File: config.mk
export PLATFORM = sky130hd
export DESIGN_NAME = ifcr_regs
export DESIGN_NICKNAME = d
export VERILOG_FILES = /design/src/common/ifcr_pkg.sv /design/src/ifcr_regs.sv
export SDC_FILE = /design/constraint.sdc
export NUM_CORES = 1
export LEC_CHECK = 0
export BUFFER_PORTS_ARGS = -buffer_cell sky130_fd_sc_hd__buf_2
export CAP_MARGIN = 20
export CORE_ASPECT_RATIO = 0.75
export CORE_MARGIN = 3
export CORE_UTILIZATION = 25
export DETAILED_ROUTE_END_ITERATION = 6
export GPL_TIMING_DRIVEN = 0
export PLACE_DENSITY = 0.52
export SYNTH_ARGS = -nofsm -noshare
export SYNTH_HDL_FRONTEND = slang
export SYNTH_SLANG_ARGS = --single-unit
File: constraint.sdc
create_clock -name clk_sys_i -period 2.05 [get_ports clk_sys_i]
set_clock_uncertainty 0.2 [all_clocks]
set_input_delay 0.615 -clock clk_sys_i [delete_from_list [all_inputs] [get_ports clk_sys_i]]
set_output_delay 0.615 -clock clk_sys_i [all_outputs]
set_load 0.01 [all_outputs]
File: src/common/ifcr_pkg.sv
// constants for the interrupt flag and control register block
package ifcr_pkg;
  // register indices on the plain register port (word addresses)
  localparam logic [3:0] IFCR_ADDR_CTRL_ONE  = 4'h0;
  localparam logic [3:0] IFCR_ADDR_CTRL_TWO  = 4'h1;
  localparam logic [3:0] IFCR_ADDR_FLAGS_ZERO = 4'h2;
  localparam logic [3:0] IFCR_ADDR_FLAGS_ONE = 4'h3;
  localparam logic [3:0] IFCR_ADDR_ENABLE_ZERO = 4'h4;
  localparam logic [3:0] IFCR_ADDR_ENABLE_ONE = 4'h5;
  localparam int         IFCR_ADDR_W        = 4;
  localparam int         IFCR_DATA_W        = 16;
  // control register one field positions
  localparam int IFCR_STACK_FAULT_BIT = 2;
  localparam int IFCR_OSC_FAULT_BIT   = 1;
  // control register two field positions and the external pin count
  localparam int IFCR_ALT_VECTOR_BIT  = 15;
  localparam int IFCR_DISABLE_BIT     = 14;
  localparam int IFCR_EXT_COUNT       = 3;
  // implemented-bit masks of the flag registers
  localparam logic [15:0] IFCR_FLAGS_ZERO_MASK = 16'h7fef;
  localparam logic [15:0] IFCR_FLAGS_ONE_MASK  = 16'he87f;
  // positions of the external request flags
  localparam int IFCR_EXT0_FLAG_BIT = 0;
  localparam int IFCR_EXT1_FLAG_BIT = 0;
  localparam int IFCR_EXT2_FLAG_BIT = 1;
  // reset value of every register
  localparam logic [15:0] IFCR_RESET_VALUE = 16'h0000;
endpackage

File: src/ifcr_regs.sv
// interrupt flag, trap status and control register block
`timescale 1ns/1ns
//
// Contract
// stack fault trap sets bit two
// oscillator fault trap sets bit one
// control one bit zero reads zero
// bit fifteen selects alternate vector table
// bit fourteen mirrors disable, read only
// control two bits 13..3 read zero
// polarity bits: one falling, zero rising
// flags zero upper byte source layout
// flags zero lower byte source layout
// flags one comparators and change notification
// flags one pulse gens, match, externals
// flags latch events, software read/write
// all implemented bits reset to zero
// request needs flag and enable both
// external inputs edge sensitive only
// alternate selection covers traps too
// pins synchronised; set beats clear
module ifcr_regs (
  // clock, reset, enable
  input  wire logic                             clk_sys_i,
  input  wire logic                             rstn_i,
  input  wire logic                             clk_en_i,
  // register port
  input  wire logic [ifcr_pkg::IFCR_ADDR_W-1:0] reg_addr_i,
  input  wire logic [ifcr_pkg::IFCR_DATA_W-1:0] reg_wdata_i,
  input  wire logic                             reg_wr_i,
  input  wire logic                             reg_rd_i,
  output logic      [ifcr_pkg::IFCR_DATA_W-1:0] reg_rdata_o,
  // trap and core status events
  input  wire logic                             stack_fault_i,
  input  wire logic                             osc_fault_i,
  input  wire logic                             irq_disable_active_i,
  // peripheral event pulses, laid out as the flag registers
  input  wire logic [15:0]                      periph_events_zero_i,
  input  wire logic [15:0]                      periph_events_one_i,
  // external interrupt pins
  input  wire logic [ifcr_pkg::IFCR_EXT_COUNT-1:0] ext_pin_i,
  // towards the core priority logic
  output logic      [15:0]                      pending_zero_o,
  output logic      [15:0]                      pending_one_o,
  output logic                                  alt_vector_select_o
);
  import ifcr_pkg::*;

  //////////////////////////////////////////////////////////////////////////////
  // state
  logic        stack_fault_status, next_stack_fault_status;   // trap status
  logic        osc_fault_status, next_osc_fault_status;       // trap status
  logic        alt_vector_select, next_alt_vector_select;     // vector table choice
  logic [2:0]  ext_edge_polarity, next_ext_edge_polarity;     // one per pin
  logic [15:0] flags_zero, next_flags_zero;                   // request flags
  logic [15:0] flags_one, next_flags_one;                     // request flags
  logic [15:0] enable_zero, next_enable_zero;                 // enable regs
  logic [15:0] enable_one, next_enable_one;                   // enable regs
  logic [2:0]  sync_meta, sync_pin, pin_prev;                 // pin synchroniser
  logic [2:0]  sync_fill;                                     // primes after reset
  logic [2:0]  ext_edge;                                      // detected edges
  logic [15:0] next_rdata;                                    // read data
  logic        wr_ctrl_one, wr_ctrl_two, wr_fz, wr_fo;        // write decodes
  logic [15:0] ctrl_one_view, ctrl_two_view;                  // read views
  logic [15:0] set_zero, set_one;                             // hardware sets

  //////////////////////////////////////////////////////////////////////////////
  // pin synchroniser: first stage feeds only the second
  // a fill marker gates edge detection until the chain holds real samples,
  // so a pin held high across reset cannot pass for a fresh edge
  always_ff @(posedge clk_sys_i or negedge rstn_i) begin
    if (!rstn_i) begin
      sync_meta <= 3'h0;
      sync_pin  <= 3'h0;
      pin_prev  <= 3'h0;
      sync_fill <= 3'h0;                                      // chain not primed
    end else if (clk_en_i) begin
      sync_meta <= ext_pin_i;
      sync_pin  <= sync_meta;
      pin_prev  <= sync_pin;
      sync_fill <= {sync_fill[1:0], 1'b1};
    end
  end

  // edge detect per pin; a static level never fires
  genvar gi;
  generate
    for (gi = 0; gi < IFCR_EXT_COUNT; gi++) begin : g_edge
      // polarity one picks falling, zero picks rising
      // limitation: an edge in the first enabled cycle after reset is lost
      assign ext_edge[gi] = sync_fill[2] & (ext_edge_polarity[gi] ?
                            (pin_prev[gi] & ~sync_pin[gi]) :
                            (~pin_prev[gi] & sync_pin[gi]));
    end
  endgenerate

  //////////////////////////////////////////////////////////////////////////////
  // read views of the control registers
  always_comb begin
    ctrl_one_view = 16'h0000;
    ctrl_one_view[IFCR_STACK_FAULT_BIT] = stack_fault_status;
    ctrl_one_view[IFCR_OSC_FAULT_BIT]   = osc_fault_status;
    ctrl_two_view = 16'h0000;
    ctrl_two_view[IFCR_ALT_VECTOR_BIT] = alt_vector_select;
    ctrl_two_view[IFCR_DISABLE_BIT]    = irq_disable_active_i;
    ctrl_two_view[2:0]                 = ext_edge_polarity;
  end

  //////////////////////////////////////////////////////////////////////////////
  // next-state for all registers but the pin synchroniser
  always_comb begin
    wr_ctrl_one = reg_wr_i && (reg_addr_i == IFCR_ADDR_CTRL_ONE);
    wr_ctrl_two = reg_wr_i && (reg_addr_i == IFCR_ADDR_CTRL_TWO);
    wr_fz       = reg_wr_i && (reg_addr_i == IFCR_ADDR_FLAGS_ZERO);
    wr_fo       = reg_wr_i && (reg_addr_i == IFCR_ADDR_FLAGS_ONE);
    // hardware sets: peripheral pulses plus pin edges
    set_zero = periph_events_zero_i;
    set_zero[IFCR_EXT0_FLAG_BIT] = periph_events_zero_i[IFCR_EXT0_FLAG_BIT] | ext_edge[0];
    set_one  = periph_events_one_i;
    set_one[IFCR_EXT1_FLAG_BIT] = periph_events_one_i[IFCR_EXT1_FLAG_BIT] | ext_edge[1];
    set_one[IFCR_EXT2_FLAG_BIT] = periph_events_one_i[IFCR_EXT2_FLAG_BIT] | ext_edge[2];
    // trap status: sticky, software may clear, set wins
    next_stack_fault_status = stack_fault_status;
    next_osc_fault_status   = osc_fault_status;
    if (wr_ctrl_one) begin
      next_stack_fault_status = reg_wdata_i[IFCR_STACK_FAULT_BIT];
      next_osc_fault_status   = reg_wdata_i[IFCR_OSC_FAULT_BIT];
    end
    if (stack_fault_i) begin
      next_stack_fault_status = 1'b1;
    end
    if (osc_fault_i) begin
      next_osc_fault_status = 1'b1;
    end
    // control two: disable bit is never stored
    next_alt_vector_select = alt_vector_select;
    next_ext_edge_polarity = ext_edge_polarity;
    if (wr_ctrl_two) begin
      next_alt_vector_select = reg_wdata_i[IFCR_ALT_VECTOR_BIT];
      next_ext_edge_polarity = reg_wdata_i[2:0];
    end
    // flags: write stores, hardware set ORed after so it wins
    next_flags_zero = wr_fz ? reg_wdata_i : flags_zero;
    next_flags_zero = (next_flags_zero | set_zero) & IFCR_FLAGS_ZERO_MASK;
    next_flags_one  = wr_fo ? reg_wdata_i : flags_one;
    next_flags_one  = (next_flags_one | set_one) & IFCR_FLAGS_ONE_MASK;
    // enable registers share the flag layout
    next_enable_zero = enable_zero;
    next_enable_one  = enable_one;
    if (reg_wr_i && (reg_addr_i == IFCR_ADDR_ENABLE_ZERO)) begin
      next_enable_zero = reg_wdata_i & IFCR_FLAGS_ZERO_MASK;
    end
    if (reg_wr_i && (reg_addr_i == IFCR_ADDR_ENABLE_ONE)) begin
      next_enable_one = reg_wdata_i & IFCR_FLAGS_ONE_MASK;
    end
    // read mux; unmapped reads return zero
    next_rdata = 16'h0000;
    if (reg_rd_i) begin
      case (reg_addr_i)
        IFCR_ADDR_CTRL_ONE:    next_rdata = ctrl_one_view;
        IFCR_ADDR_CTRL_TWO:    next_rdata = ctrl_two_view;
        IFCR_ADDR_FLAGS_ZERO:  next_rdata = flags_zero;
        IFCR_ADDR_FLAGS_ONE:   next_rdata = flags_one;
        IFCR_ADDR_ENABLE_ZERO: next_rdata = enable_zero;
        IFCR_ADDR_ENABLE_ONE:  next_rdata = enable_one;
        default:               next_rdata = 16'h0000;
      endcase
    end
  end

  //////////////////////////////////////////////////////////////////////////////
  // register everything but the pin synchroniser; clock enable freezes state
  always_ff @(posedge clk_sys_i or negedge rstn_i) begin
    if (!rstn_i) begin
      stack_fault_status <= 1'b0;
      osc_fault_status   <= 1'b0;
      alt_vector_select  <= 1'b0;
      ext_edge_polarity  <= 3'h0;
      flags_zero         <= IFCR_RESET_VALUE;
      flags_one          <= IFCR_RESET_VALUE;
      enable_zero        <= IFCR_RESET_VALUE;
      enable_one         <= IFCR_RESET_VALUE;
      reg_rdata_o        <= IFCR_RESET_VALUE;
    end else if (clk_en_i) begin
      stack_fault_status <= next_stack_fault_status;
      osc_fault_status   <= next_osc_fault_status;
      alt_vector_select  <= next_alt_vector_select;
      ext_edge_polarity  <= next_ext_edge_polarity;
      flags_zero         <= next_flags_zero;
      flags_one          <= next_flags_one;
      enable_zero        <= next_enable_zero;
      enable_one         <= next_enable_one;
      reg_rdata_o        <= next_rdata;
    end
  end

  //////////////////////////////////////////////////////////////////////////////
  // outputs to the core; selection applies to traps as well
  assign pending_zero_o      = flags_zero & enable_zero;
  assign pending_one_o       = flags_one & enable_one;
  assign alt_vector_select_o = alt_vector_select;
endmodule

== Yosys cells after proc, flatten, opt, wreduce, memory -nomap -nowiden ==
Index checks and enable logic that the tools add are counted.
Word-level totals
  register bits after elaboration: 84
  output and inout bits: 49
  word-level logic and storage cells: 65
Operators by class
  equal/unequal tests: 5
  muxes and demuxes: 11
  bitwise operators: 22
  reduce and logical (&&, ||, !) cells: 14
Operator list (number)
  case mux 16 bit (6 select lines): 1
  2-to-1 mux 16 bit: 2
  AND 16 bit: 1
  OR 16 bit: 1
  AND 15 bit: 1
  2-to-1 mux 15 bit: 1
  OR 15 bit: 1
  AND reduction 2 bit: 5
  AND 1 bit: 9
  equality test 4 x 2 -> 1 bit (second input constant): 2
  equality test 4 x 3 -> 1 bit (second input constant): 2
  2-to-1 mux 1 bit: 7
  logical AND 1 bit: 6
  NOT 1 bit: 6
  equality test 4 x 1 -> 1 bit (second input constant): 1
  logical NOT 4 bit: 1
  nonzero test 2 bit: 2
  OR 1 bit: 3

== Longest topological paths before layout ==
  depth after elaboration: 6
  mapped depth: 6
  mapped depth without buffers: 4

== Least setup slack after synthesis ==
Ideal clock, no wire load.
  path kind: input-to-reg
  from: input reg_addr_i[3] in the netlist's numbering
  to: register enable_zero[10]
  arrival time: 1.817 ns
  data required time: 1.725 ns
  path slack: -0.092 ns
  stages on the path: 5
  cell sequence: nand3b_4 -> or4b_4 -> buf_6 -> buf_12 -> mux2_4
On the way
  longest elaborated chain between the ends: 3
Ends and longest elaborated chain
  start, declared: line ifcr_regs.sv:28  | input wire logic [ifcr_pkg::IFCR_ADDR_W-1:0] reg_addr_i,
  equality test 4 x 3 -> 1 bit: line ifcr_regs.sv:150  | if (reg_wr_i && (reg_addr_i == IFCR_ADDR_ENABLE_ZERO)) begin
  logical AND 1 bit: line ifcr_regs.sv:150
  AND reduction 2 bit (no line)
  end signal, assigned: line ifcr_regs.sv:191  | enable_zero <= next_enable_zero;
  end, declared: line ifcr_regs.sv:57  | logic [15:0] enable_zero, next_enable_zero;
No other way between the ends.
A chain may end at the register's enable or synchronous reset.

== Worst setup path after layout ==
  from: input reg_addr_i[3] in the netlist's numbering
  to: register enable_zero[12]
The elaborated chain is that of the path after synthesis.

==> summary by stage <==
Pwr
The leakage power is approximately 2.5 nW. Net switching is 26.86% of the power. Across the VDD grid, the largest voltage drop is 353.3 µV.

The combinational group share of total power is 18.4%. The cell-internal power is 0.003169 W. The proportion of power drawn by the clock network is 36.6%.

In this run the power density over the cells is roughly 820 nW/µm². Per report_power, the sequential group accounts for 45.0% of the total. The net switching power is 0.001164 W.

Synthesis
The cell type with the largest total area after synthesis is sky130_fd_sc_hd__dfrtp_1. The synthesized design contains 84 register bits. Counting flops with a built-in enable in the synthesized netlist gives 0. By area the synthesized netlist is led by sky130_fd_sc_hd__dfrtp_1 51%, sky130_fd_sc_hd__mux2_2 8.1%, sky130_fd_sc_hd__nand2_1 6.8%. The sequential cell area fraction in the yosys report is 50.62%. The mapped cell area is roughly 4200 µm². The synthesized area divided by synthesized cell count is 10.62 µm². In this run the biggest area consumer among cell types represents 50.62% of the synthesized area. During synthesis, Yosys emitted a total of 0 warnings. The number of distinct standard cells referenced by the synthesized netlist is 47.

In the synthesized netlist the async set-or-reset flop fraction comes to 100.0%. The instance count of the mapped netlist is 391. For this run, the leading register cell type out of synthesis is sky130_fd_sc_hd__dfrtp_1.

Route
The number of detailed-route iterations in the first pass is 4. For this run, design rule violations remaining after detail routing come to 0. The count of antenna-violating nets left after detailed routing is 0. The first routing iteration left 196 violations. In the final routed layout, each cell accounts on average for 18.02 µm. The via count of the routed design is 3380. The routed design has 12970 µm of wire.

Using the TritonRoute via totals, the vias-per-cell ratio works out to 4.694.

Floorplan
The total area inside the core boundary comes to ~16000 µm². The overall die height is 117.6 µm. The die covers 18210 µm².

The number of placement rows is 40. The number of top-level pins is 112. The starting density of the core is between 20% and 30%.

The die width is 154.8 µm.

Clock network
The clock input transition at the sequential cells of the worst setup and hold paths is 0.06 ns. TritonCTS built the clock tree. The later-pin clock latency in the skew report is 0.33 ns. Clock tree synthesis inserted a total of 9 buffers. The CTS H-tree depth is 3. The maximum buffer depth of the clock tree is 2. CTS placed an instance of sky130_fd_sc_hd__clkbuf_16 at the clock tree root. Clock tree synthesis found a total of 84 sinks.

Min path
The class of the tightest hold or removal check is flop to flop. The worst hold path stage count is 1.

Cells and area
The final antenna diode count is 0. The number of nets in the layout is 569. Of the cells placed in the final design, the portion with a size suffix greater than 1 is 36.27%.

The layout overhead on the synthesized area is 27.03%. Leaving out fill and tap cells, the most frequent cells in the layout are 100 x sky130_fd_sc_hd__buf_2, 84 x sky130_fd_sc_hd__dfrtp_1, 75 x sky130_fd_sc_hd__nand2_1. The leading cell type in the layout, fill and taps excluded is sky130_fd_sc_hd__buf_2.

Worst setup path
The reg-to-reg setup timing slack is 0.62 ns. The maximum fanout along the worst path is 10. The worst register-to-register path begins at enable_one[2]. Together, buffers and inverters on the worst path number 2. The critical-path cell with the highest stage delay is sky130_fd_sc_hd__or4b_4. Following the worst setup path forward leads to its endpoint at enable_zero[12].

The worst setup path is of the input port to flop kind. Broken down by cell family, the worst path's largest delay share belongs to simple AND/OR/NAND/NOR gates. Data on the critical path is required at its endpoint by 2.06 ns. Data arrives at the worst endpoint at between 2 and 2.5 ns.

The critical path goes through buf_2, nand3b_4, or4b_4, buf_12, mux2_4. The largest single stage delay on the critical path is 0.58 ns. The number of logic stages on the critical path including buffering is 5.

Measured in cells, the most critical reg-to-reg path has a length of 3. The launching element type of the critical path is an input port. The worst setup path is captured at a flop. The capture instance of the worst register-to-register path is reg_rdata_o[2]. The critical path starts at reg_addr_i[3].

Status
The run finished with clean final reports.

Timing
Setup violations remaining at the end of the flow were counted as 0. The final worst slack is 0.03622 ns. The maximum achievable frequency is 0.4966 GHz. For the pin with the worst max-slew slack, the measured transition is 0.6065 ns.

Dividing the final minimum period by the clock period gives 98.23%. The worst slew slack as a fraction of its limit is 59.57%. The sum of negative setup slack is 0 ns.

The number of hold violations in the final report is 0. For the finished layout, the period the worst path requires is 2.014 ns. The number of max-slew violations in the final report was 0.

GRT
The via count of the first global-routing pass is around 3500. The initial antenna violation count is 0. The largest net degree at the start of global routing is 70. Global routing used 14.36% of the available tracks across all layers.

For this run the aggregate overflow at the end of global routing stands at 0. The first-pass GRT wire length is 20170 µm.

Place
Buffers placed on the I/O ports in this run total 97. The congestion estimate from routability-driven global placement came to 0.7913. The worst setup timing slack at the placement stage is -0.7536 ns. The HPWL after detailed placement is 9419 µm.

Run
Max-cap violations in this run came to 0.
==> cells in the mapped netlist, types with 4 or more instances <==
master	number
sky130_fd_sc_hd__mux2i_1	15
sky130_fd_sc_hd__o22ai_1	15
sky130_fd_sc_hd__nand3b_1	5
sky130_fd_sc_hd__nor2_1	7
sky130_fd_sc_hd__a22oi_1	6
sky130_fd_sc_hd__inv_1	16
sky130_fd_sc_hd__and2_1	25
sky130_fd_sc_hd__o22a_1	5
sky130_fd_sc_hd__clkbuf_1	14
sky130_fd_sc_hd__mux2_4	10
sky130_fd_sc_hd__nand2_1	75
sky130_fd_sc_hd__nand3_1	23
sky130_fd_sc_hd__dfrtp_1	84
sky130_fd_sc_hd__buf_4	7
sky130_fd_sc_hd__a21oi_1	4
sky130_fd_sc_hd__mux2_2	30
==> registers in the layout, indices dropped and copies added (netlist names), 3 cells and up <==
name,cells
sync_pin,3
flags_one,11
ext_edge_polarity,3
sync_meta,3
enable_one,11
reg_rdata_o,16
pin_prev,3
sync_fill,3
enable_zero,14
flags_zero,14
==> routing by layer <==
metal	vias up	GRT usage, %	routed length, µm
met1	1677	20.51	6202
li1	1573	-	-
met5	-	0	0
met3	14	3.932	827
met4	0	4.026	206
met2	116	21.35	5737
==> power by group through the flow <==
stage                     logic [W]  registers, W  clock network (W)
final                      0.000797       0.00195            0.00159
after floorplan            0.000468       0.00194                  0
after detailed placement   0.000798       0.00198                  0
after global placement     0.000778       0.00197                  0
after CTS                  0.000806       0.00195            0.00163
after global routing       0.000882       0.00197            0.00170
==> final cells by class <==
| type | count | area [µm²] |
|---|---|---|
| plain buffers | 26 | 161.4 |
| well taps | 210 | 262.8 |
| repair buffers | 101 | 540.5 |
| clock inverters | 4 | 48.80 |
| clock buffers | 11 | 232.7 |
| multi-input cells | 268 | 1867 |
| fillers | 1687 | 10890 |
| flip-flops and latches | 84 | 2102 |
| inverters | 16 | 60.06 |
==> logic make-up (layout without fill, tap and decap cells) <==
kind of cell	after synthesis	count (layout)	synth area share [%]
buf+inv	45	158	5.363
compound gates	47	47	8.225
flops	84	84	50.62
other cells	1	7	0.09030
mux	57	57	16.45
simple gates	157	157	19.25
==> what timing repair did <==
item                                    in CTS  in global routing
hold endpoints to repair                    15                  0
gates resized for setup                      9                 10
endpoints found under the setup margin      41                 42
buffers inserted                             0                  2
hold buffers                                 1                  0
gates cloned                                 0                  0
==> worst min path at each step <==
stage | from | endpoint | slack, ns
2_1_floorplan | rstn_i | alt_vector_select_o | 0.12
3_5_place_dp | sync_fill[0] | sync_fill[0] | 0.26
4_1_cts | periph_events_one_i[3] | flags_one[3] | 0.27
5_1_grt | periph_events_zero_i[7] | flags_zero[7] | 0.28
3_3_place_gp | sync_fill[0] | sync_fill[0] | 0.24
6_report | sync_fill[0] | sync_fill[0] | 0.26
==> stage by stage <==
| step | hold WS, ns | instances | power (W) | cell area, µm² | utilization, % |
|---|---|---|---|---|---|
| finish | 0.2632 | 720 | 0.004332 | 5275 | 32.63 |
| global route | 0.2766 | 720 | 0.004555 | 5275 | 32.63 |
| CTS | 0.2702 | 721 | 0.004382 | 5263 | 32.55 |
| detailed placement | 0.2550 | 705 | 0.002778 | 4954 | 30.64 |
| global placement | 0.2419 | 704 | 0.002746 | 4923 | 30.46 |
| floorplan | 0.1194 | 397 | 0.002412 | 4175 | - |
Note: power is estimated with default switching activity, not from simulation.
